### src/uart_enh_pkg.sv
/*
  Shared constants and state types for the enhanced serial port receiver,
  transmitter, bit timer and address matcher.
  Assumes one synchronous clock domain and a synchronous active-low reset.
*/
package uart_enh_pkg;

  // ****************************************************************
  // Serial modes, {mode bit 0, mode bit 1}
  // ****************************************************************
  localparam logic [1:0] MODE_SHIFT = 2'h0;
  localparam logic [1:0] MODE_UART8 = 2'h1;

  // ****************************************************************
  // Frame sizes, reset values and divider width limits
  // ****************************************************************
  localparam logic [3:0] BITS_UART8  = 4'h8;
  localparam logic [3:0] BITS_UART9  = 4'h9;
  localparam logic [7:0] ADDR_RESET  = 8'h00;
  localparam logic [7:0] MASK_RESET  = 8'h00;
  localparam int         DIV_W_MIN   = 2;
  localparam int         DIV_W_MAX   = 24;

  // ****************************************************************
  // State machines
  // ****************************************************************
  typedef enum logic [3:0] {
    RX_IDLE  = 4'h1,
    RX_START = 4'h2,
    RX_DATA  = 4'h4,
    RX_STOP  = 4'h8
  } rx_state_t;

  typedef enum logic [3:0] {
    TX_IDLE  = 4'h1,
    TX_START = 4'h2,
    TX_DATA  = 4'h4,
    TX_STOP  = 4'h8
  } tx_state_t;

  typedef struct packed {
    rx_state_t  rx_st;
    logic [3:0] rx_cnt;
    logic [8:0] rx_sh;
    logic       rx_prev;
    logic       rx_took;
    logic [7:0] rx_data;
    logic       rx_bit8;
    logic       ri;
    logic       fe;
    logic       ctrl7;
    logic [7:0] own_addr;
    logic [7:0] mask;
    tx_state_t  tx_st;
    logic [3:0] tx_cnt;
    logic [8:0] tx_sh;
    logic       txd;
    logic       ti;
    logic       tx_busy;
  } port_state_t;

  localparam port_state_t PORT_RESET = '{
    rx_st:    RX_IDLE,
    rx_cnt:   4'h0,
    rx_sh:    9'h000,
    rx_prev:  1'b1,
    rx_took:  1'b0,
    rx_data:  8'h00,
    rx_bit8:  1'b0,
    ri:       1'b0,
    fe:       1'b0,
    ctrl7:    1'b0,
    own_addr: ADDR_RESET,
    mask:     MASK_RESET,
    tx_st:    TX_IDLE,
    tx_cnt:   4'h0,
    tx_sh:    9'h000,
    txd:      1'b1,
    ti:       1'b0,
    tx_busy:  1'b0
  };

endpackage

### src/bit_timer.sv
/*
  Bit period timer: counts clock cycles of one serial bit and pulses at
  mid-bit and at bit end. Used once for receive, once for transmit.
  Assumes i_div, the cycles per bit, is at least 2 and steady in a frame.
*/
`timescale 1ns/1ps
module bit_timer import uart_enh_pkg::*; #(
  parameter int DIV_W = 16
) (
  input  wire logic             i_clk,
  input  wire logic             i_rstn,
  input  wire logic             i_restart,
  input  wire logic [DIV_W-1:0] i_div,
  output logic                  o_mid,
  output logic                  o_end
);

  // Refused at elaboration: the counter must be 2 to 24 bits wide
  if (DIV_W < DIV_W_MIN || DIV_W > DIV_W_MAX) begin
    $error("bit_timer: DIV_W out of range");
  end

  typedef struct packed {
    logic [DIV_W-1:0] cnt;
  } timer_state_t;

  timer_state_t s_q;
  timer_state_t s_d;

  assign o_mid = s_q.cnt == (i_div >> 1);
  assign o_end = s_q.cnt == (i_div - DIV_W'(1));

  always_comb begin
    s_d = s_q;
    if (i_restart || o_end) begin
      s_d.cnt = '0;
    end else begin
      s_d.cnt = s_q.cnt + DIV_W'(1);
    end
  end

  always_ff @(posedge i_clk) begin
    if (!i_rstn) begin
      s_q <= '0;
    end else begin
      s_q <= s_d;
    end
  end

endmodule

### src/addr_match.sv
/*
  Address recognition: compares a received address byte with the given
  address and the broadcast address built from own address and mask.
  Purely combinational; assumes the caller registers the verdict.
*/
`timescale 1ns/1ps
module addr_match import uart_enh_pkg::*; (
  input  wire logic [7:0] i_own_address_byte,
  input  wire logic [7:0] i_address_mask_byte,
  input  wire logic [7:0] i_rx_byte,
  output logic            o_match
);

  logic [7:0] bcast;
  logic       given_hit;
  logic       bcast_hit;

  // Mask zero bits are don't-care
  assign given_hit = ((i_rx_byte ^ i_own_address_byte) & i_address_mask_byte) == 8'h00;
  // Ones of the OR must be received as ones
  assign bcast     = i_own_address_byte | i_address_mask_byte;
  assign bcast_hit = (~i_rx_byte & bcast) == 8'h00;
  assign o_match   = given_hit | bcast_hit;

endmodule

### src/uart_frame_check_addr_match.sv
/*
  Enhanced asynchronous serial port: full-duplex transmitter and receiver
  with framing error detection and automatic address recognition.
  Assumes all inputs synchronous to i_clk; control bits held steady by
  the CPU while a frame is in flight; mode 0 shift traffic handled elsewhere.
*/
`timescale 1ns/1ps

module uart_frame_check_addr_match import uart_enh_pkg::*; #(
  parameter int DIV_W = 16
) (
  input  wire logic             i_clk,
  input  wire logic             i_rstn,
  input  wire logic             i_rxd,
  input  wire logic             i_serial_mode_bit0,
  input  wire logic             i_serial_mode_bit1,
  input  wire logic             i_multiproc_enable,
  input  wire logic             i_rx_enable,
  input  wire logic             i_frame_check_enable,
  input  wire logic [DIV_W-1:0] i_rx_div,
  input  wire logic [DIV_W-1:0] i_tx_div,
  input  wire logic             i_own_address_wr,
  input  wire logic             i_address_mask_wr,
  input  wire logic [7:0]       i_wdata,
  input  wire logic             i_ri_clear,
  input  wire logic             i_ti_clear,
  input  wire logic             i_fe_clear,
  input  wire logic             i_tx_start,
  input  wire logic [7:0]       i_tx_data,
  input  wire logic             i_tx_bit8,
  output logic                  o_txd,
  output logic                  o_tx_busy,
  output logic [7:0]            o_rx_data,
  output logic                  o_rx_bit8,
  output logic                  o_receive_irq_flag,
  output logic                  o_transmit_irq_flag,
  output logic                  o_framing_error_flag,
  output logic                  o_ctrl_bit7,
  output logic [7:0]            o_own_address_byte,
  output logic [7:0]            o_address_mask_byte
);

  // ****************************************************************
  // Parameter check
  // ****************************************************************
  // Refused at elaboration, before any logic is built
  if (DIV_W < DIV_W_MIN || DIV_W > DIV_W_MAX) begin
    $error("uart_frame_check_addr_match: DIV_W out of range");
  end

  // ****************************************************************
  // State and helpers
  // ****************************************************************
  port_state_t s_q;
  port_state_t s_d;

  logic [1:0] mode;
  logic       async_mode;
  logic       is_uart8;
  logic       mp_on;
  logic       fe_on;
  logic       late;
  logic [3:0] nbits;
  logic [8:0] cand;
  logic [7:0] fr_data;
  logic       fr_b8;
  logic       match;
  logic       rx_restart;
  logic       tx_restart;
  logic       rx_mid;
  logic       tx_end;

  // Mode 0 shift traffic is not served; starts are ignored there
  assign mode       = {i_serial_mode_bit0, i_serial_mode_bit1};
  assign async_mode = mode != MODE_SHIFT;
  assign is_uart8   = mode == MODE_UART8;
  assign mp_on      = i_multiproc_enable & async_mode;
  assign fe_on      = i_frame_check_enable & async_mode;
  // Decide at stop when the stop bit matters
  assign late       = fe_on | (is_uart8 & mp_on);
  assign nbits      = is_uart8 ? BITS_UART8 : BITS_UART9;

  // Frame as it stands after this sample
  assign cand    = (s_q.rx_st == RX_STOP) ? s_q.rx_sh : {i_rxd, s_q.rx_sh[8:1]};
  assign fr_data = is_uart8 ? cand[8:1] : cand[7:0];
  assign fr_b8   = cand[8];

  // ****************************************************************
  // Bit timers and address matcher
  // ****************************************************************
  // Separate timers let the two directions run at different rates
  bit_timer #(
    .DIV_W     (DIV_W)
  ) u_rx_timer (
    .i_clk     (i_clk),
    .i_rstn    (i_rstn),
    .i_restart (rx_restart),
    .i_div     (i_rx_div),
    .o_mid     (rx_mid),
    .o_end     ()
  );

  bit_timer #(
    .DIV_W     (DIV_W)
  ) u_tx_timer (
    .i_clk     (i_clk),
    .i_rstn    (i_rstn),
    .i_restart (tx_restart),
    .i_div     (i_tx_div),
    .o_mid     (),
    .o_end     (tx_end)
  );

  addr_match u_match (
    .i_own_address_byte  (s_q.own_addr),
    .i_address_mask_byte (s_q.mask),
    .i_rx_byte           (fr_data),
    .o_match             (match)
  );

  // ****************************************************************
  // Next state
  // ****************************************************************
  always_comb begin
    logic ri_set;
    logic fe_set;
    logic ti_set;
    logic decide;
    logic accept;
    ri_set     = 1'b0;
    fe_set     = 1'b0;
    ti_set     = 1'b0;
    decide     = 1'b0;
    accept     = 1'b0;
    rx_restart = 1'b0;
    tx_restart = 1'b0;
    s_d        = s_q;
    s_d.rx_prev = i_rxd;

    // Receiver
    case (s_q.rx_st)
      RX_IDLE: begin
        // A low sample after a high one starts a frame
        if (async_mode && i_rx_enable && s_q.rx_prev && !i_rxd) begin
          rx_restart = 1'b1;
          s_d.rx_cnt = 4'h0;
          s_d.rx_took = 1'b0;
          s_d.rx_st  = RX_START;
        end
      end
      RX_START: begin
        if (rx_mid) begin
          // A high start bit at mid-bit is a glitch
          s_d.rx_st = i_rxd ? RX_IDLE : RX_DATA;
        end
      end
      RX_DATA: begin
        if (rx_mid) begin
          s_d.rx_sh  = cand;
          s_d.rx_cnt = s_q.rx_cnt + 4'h1;
          if (s_q.rx_cnt + 4'h1 == nbits) begin
            s_d.rx_st = RX_STOP;
            decide    = !late;
          end
        end
      end
      RX_STOP: begin
        if (rx_mid) begin
          s_d.rx_st = RX_IDLE;
          fe_set    = fe_on && !i_rxd;
          decide    = late;
          // Mode 1 ninth bit is the stop bit
          if (is_uart8 && s_q.rx_took) begin
            s_d.rx_bit8 = i_rxd;
          end
        end
      end
      default: begin
        s_d.rx_st = RX_IDLE;
      end
    endcase

    if (decide) begin
      // An unread byte is kept rather than overwritten
      if (!s_q.ri) begin
        if (!mp_on) begin
          accept = 1'b1;
        end else if (is_uart8) begin
          accept = match && i_rxd;
        end else begin
          accept = match && fr_b8;
        end
      end
      if (accept) begin
        ri_set      = 1'b1;
        s_d.rx_data = fr_data;
        s_d.rx_took = 1'b1;
        if (is_uart8) begin
          s_d.rx_bit8 = i_rxd;
        end else begin
          s_d.rx_bit8 = fr_b8;
        end
      end
    end

    // Transmitter
    case (s_q.tx_st)
      TX_IDLE: begin
        if (i_tx_start && async_mode) begin
          tx_restart = 1'b1;
          s_d.tx_sh  = {i_tx_bit8, i_tx_data};
          s_d.tx_cnt = 4'h0;
          s_d.txd    = 1'b0;
          s_d.tx_st  = TX_START;
        end
      end
      TX_START: begin
        if (tx_end) begin
          s_d.txd   = s_q.tx_sh[0];
          s_d.tx_sh = {1'b0, s_q.tx_sh[8:1]};
          s_d.tx_st = TX_DATA;
        end
      end
      TX_DATA: begin
        if (tx_end) begin
          s_d.tx_cnt = s_q.tx_cnt + 4'h1;
          if (s_q.tx_cnt + 4'h1 == nbits) begin
            s_d.txd   = 1'b1;
            s_d.tx_st = TX_STOP;
            ti_set    = 1'b1;
          end else begin
            s_d.txd   = s_q.tx_sh[0];
            s_d.tx_sh = {1'b0, s_q.tx_sh[8:1]};
          end
        end
      end
      TX_STOP: begin
        if (tx_end) begin
          s_d.tx_st = TX_IDLE;
        end
      end
      default: begin
        s_d.tx_st = TX_IDLE;
      end
    endcase
    s_d.tx_busy = s_d.tx_st != TX_IDLE;

    // Sticky flags: a hardware set beats a same-cycle clear
    s_d.ri = (s_q.ri && !i_ri_clear) || ri_set;
    s_d.ti = (s_q.ti && !i_ti_clear) || ti_set;
    s_d.fe = (s_q.fe && !i_fe_clear) || fe_set;

    if (i_own_address_wr) begin
      s_d.own_addr = i_wdata;
    end
    if (i_address_mask_wr) begin
      s_d.mask = i_wdata;
    end

    s_d.ctrl7 = i_frame_check_enable ? s_d.fe : i_serial_mode_bit0;
  end

  // ****************************************************************
  // Registers
  // ****************************************************************
  always_ff @(posedge i_clk) begin
    if (!i_rstn) begin
      s_q <= PORT_RESET;
    end else begin
      s_q <= s_d;
    end
  end

  // ****************************************************************
  // Outputs
  // ****************************************************************
  assign o_txd                = s_q.txd;
  assign o_tx_busy            = s_q.tx_busy;
  assign o_rx_data            = s_q.rx_data;
  assign o_rx_bit8            = s_q.rx_bit8;
  assign o_receive_irq_flag   = s_q.ri;
  assign o_transmit_irq_flag  = s_q.ti;
  assign o_framing_error_flag = s_q.fe;
  assign o_ctrl_bit7          = s_q.ctrl7;
  assign o_own_address_byte   = s_q.own_addr;
  assign o_address_mask_byte  = s_q.mask;

endmodule

### config.mk
export PLATFORM = sky130hd
export DESIGN_NAME = uart_frame_check_addr_match
export DESIGN_NICKNAME = d
export VERILOG_FILES = /design/src/uart_enh_pkg.sv /design/src/bit_timer.sv /design/src/addr_match.sv /design/src/uart_frame_check_addr_match.sv
export SDC_FILE = /design/constraint.sdc
export NUM_CORES = 1
export LEC_CHECK = 0
export ABC_CLOCK_PERIOD_IN_PS = 8200
export BUFFER_PORTS_ARGS = -buffer_cell sky130_fd_sc_hd__buf_2
export CORE_MARGIN = 4
export CORE_UTILIZATION = 60
export CTS_CLUSTER_DIAMETER = 60
export DETAILED_ROUTE_END_ITERATION = 6
export GPL_TIMING_DRIVEN = 0
export PLACE_DENSITY = 0.83
export SLEW_MARGIN = 30
export SYNTH_ARGS = -nofsm -noshare
export SYNTH_HDL_FRONTEND = slang
export SYNTH_HIERARCHICAL = 1
export SYNTH_SLANG_ARGS = --single-unit
### constraint.sdc
create_clock -name i_clk -period 8.2 [get_ports i_clk]
set_clock_uncertainty 0.15 [all_clocks]
set_input_delay 0 -clock i_clk [delete_from_list [all_inputs] [get_ports i_clk]]
set_output_delay 0 -clock i_clk [all_outputs]
set_load 0.005 [all_outputs]
==> results.yml <==
sta:
  fin_hold_ws_ns: 0.04098
  period_minus_slack_ns: 4.150
  slew_headroom: 0.3827
  fin_ws_ns: 4.050
  fmax_mhz: 240.9
  worstMarginPinSlew_ns: 0.9204
  setup_viol: 0
  hold_viol: 0
  drv_slew: 0
  finalSetupTns_ns: 0
  period_share: 0.5061
  grt_setup_unrepaired: "false"
layout:
  drive_above_1_share: 0.1870
  syn_to_final_growth_pct: 16.54
  fin_cells: 1045
  antenna_cells: 0
  layout.nets: 973
routing:
  drc: 0
  drtAntennaViolNets: 0
  routed_wl_um: 16050
  vias: 6065
  routed_via_density: 5.804
  drt_first_pass_iters: 6
  wl_per_cell_um: 15.36
  drt_iter0_drc: 484
grt:
  track_usage: 0.2539
  antenna_found_initial: 0
  grt_max_degree: 18
  grt_pass1_vias: 6020
  grt_pass1_wl_um: 27330
  grt_overflow_total: 0
cts:
  cts_tree: "yes"
  cts_buffer_depth: 2
  ctsRootBufferMaster: "clkbuf_8"
  cts_inserted_buffers: 9
  worst_skew_pair.late_latency_ns: 0.38
  path_clk_slew_ns: 0.11
  cts_sinks: 99
  htree_levels: 3
  cts-resized-gates: 0
placement:
  placed_cells: 1002
  place.gp.congestion: 0.8815
  dpl.hpwl_um: 12030
  portBuffers: 80
  pre_cts_ws_ns: 4.058
worst_setup_path:
  startpoint: "s_q[63]"
  crit_path_max_fanout: 10
  arrival_ns: 4.31
  r2r_start: "s_q[63]"
  critPathLaunchType: "flop"
  endpoint_kind: "flop"
  cp.required_ns: 8.36
  crit_type: "reg -> reg"
synth:
  syn_area_per_cell_um2: 8.274
  syn_inst: 786
  syn-num-nets: 855
  yosys_warnings: 6
  synth_area_mm2: 0.006504
worst_hold_path:
  hp-class: "in -> reg"
  hold_start: "i_serial_mode_bit0"
power_and_ir_drop:
  powerDensity_mw_per_mm2: 137.0
  power_leakage_nw: 3.236
  pwr-share-comb: 0.172
  switching_power_w: 0.0002844
  pwr-share-clk: 0.336
  ir_worst_vdd_mv: 0.1196
  power.internal_w: 0.0007538
  seqPwrFrac: 0.491
  p_sw_frac: 0.2739
outcome:
  run_status: "finished clean"
flow_run:
  maxCapViolations: 0
floorplanning:
  rows: 37
  pin_count: 94
  fp.dieW_um: 112.1
  dieArea_mm2: 0.01257
  die_h_um: 112.1
  start_util: 0.6216
  core_mm2: 0.01046
flip-flops by register name, indices dropped and copies added, names as in the netlist, 8 cells and up:
signal               cells
o_address_mask_byte      8
s_q                     36
o_own_address_byte       8
u_tx_timer/s_q          16
o_rx_data                8
u_rx_timer/s_q          16
placed cells by master (no fill, tap or decap), types with 4 or more instances in the layout:
| cell | count |
|---|---|
| clkbuf_8 | 9 |
| or4_4 | 7 |
| nand3_1 | 24 |
| a211oi_1 | 7 |
| o31ai_1 | 4 |
| dlygate4sd3_1 | 27 |
| nor2_1 | 70 |
| o21ai_0 | 18 |
| inv_1 | 14 |
| a22oi_1 | 6 |
| xor2_1 | 56 |
| clkbuf_1 | 37 |
| buf_6 | 10 |
| buf_4 | 25 |
| nor3_1 | 23 |
| o211ai_1 | 10 |
| nand4_1 | 19 |
| buf_2 | 84 |
| nor2b_1 | 33 |
| a21boi_0 | 16 |
| a21oi_1 | 10 |
| xnor2_1 | 45 |
| ha_1 | 6 |
| o21ai_1 | 9 |
| a221o_1 | 8 |
| nand2_1 | 84 |
| a22o_1 | 12 |
| mux2i_1 | 21 |
| o21a_1 | 6 |
| nand2b_1 | 11 |
| nor3b_1 | 6 |
| a21o_1 | 8 |
| and3_1 | 15 |
| dfxtp_1 | 99 |
| nor4_1 | 8 |
metrics by stage:
stage | cell area [um2] | utilization | power (W)
3_5_place_dp | 7081 | 0.6768 | 0.0006853
5_1_grt | 7580 | 0.7245 | 0.001081
2_1_floorplan | 6504 | - | 0.0006310
6_report | 7580 | 0.7245 | 0.001038
4_1_cts | 7575 | 0.7240 | 0.001040
3_3_place_gp | 7074 | 0.6762 | 0.0006760
final cells by class:
class                           instances  area (um2)
Multi-Input combinational cell        595        3991
Fill cell                             837        2883
Sequential cell                        99        1982
Timing Repair Buffer                  107       670.6
Buffer                                 78       489.2
Tap cell                              136       170.2
Clock buffer                            9       123.9
Clock inverter                          7       100.1
Inverter                               14       52.55
layer usage:
layer,GRT usage,routed length (um),vias up
met4,0.09135,391,0
met2,0.4617,8123,212
li1,-,-,2949
met5,0,0,-
met1,0.3053,6709,2867
met3,0.03342,826,37
final timing paths:
| check | endpoint | slack [ns] | depth (start not counted) |
|---|---|---|---|
| max reg2reg | o_rx_data[7] | 4.05 | 15 |
| min | o_framing_error_flag | 0.04 | 4 |
| max | o_rx_data[7] | 4.05 | 15 |
| min reg2reg | s_q[11] | 0.33 | 2 |
power groups by stage:
stage	registers [W]	clock network, W	logic (W)
6_report	0.000510	0.000349	0.000179
2_1_floorplan	0.000517	0	0.000114
5_1_grt	0.000512	0.000372	0.000196
3_5_place_dp	0.000521	0	0.000164
4_1_cts	0.000510	0.000354	0.000176
3_3_place_gp	0.000519	0	0.000157
critical path: stages (launching register included):
cell	delay, ns
dfxtp_1	0.39
or4b_4	0.61
and2_2	0.19
clkbuf_1	0.19
nor2_1	0.41
a21o_1	0.27
xor2_1	0.09
a22oi_1	0.25
nand4_1	0.16
o31ai_2	0.12
nor2_1	0.09
nor4_1	0.40
o21ai_4	0.19
or2_4	0.28
buf_6	0.14
o21ai_1	0.15
what timing repair did:
action | in CTS | in global routing
endpoints found under the hold margin | 46 | 0
hold buffers | 27 | 0
buffers inserted | 0 | 0
No activity file was read; power rests on OpenSTA's default activity.
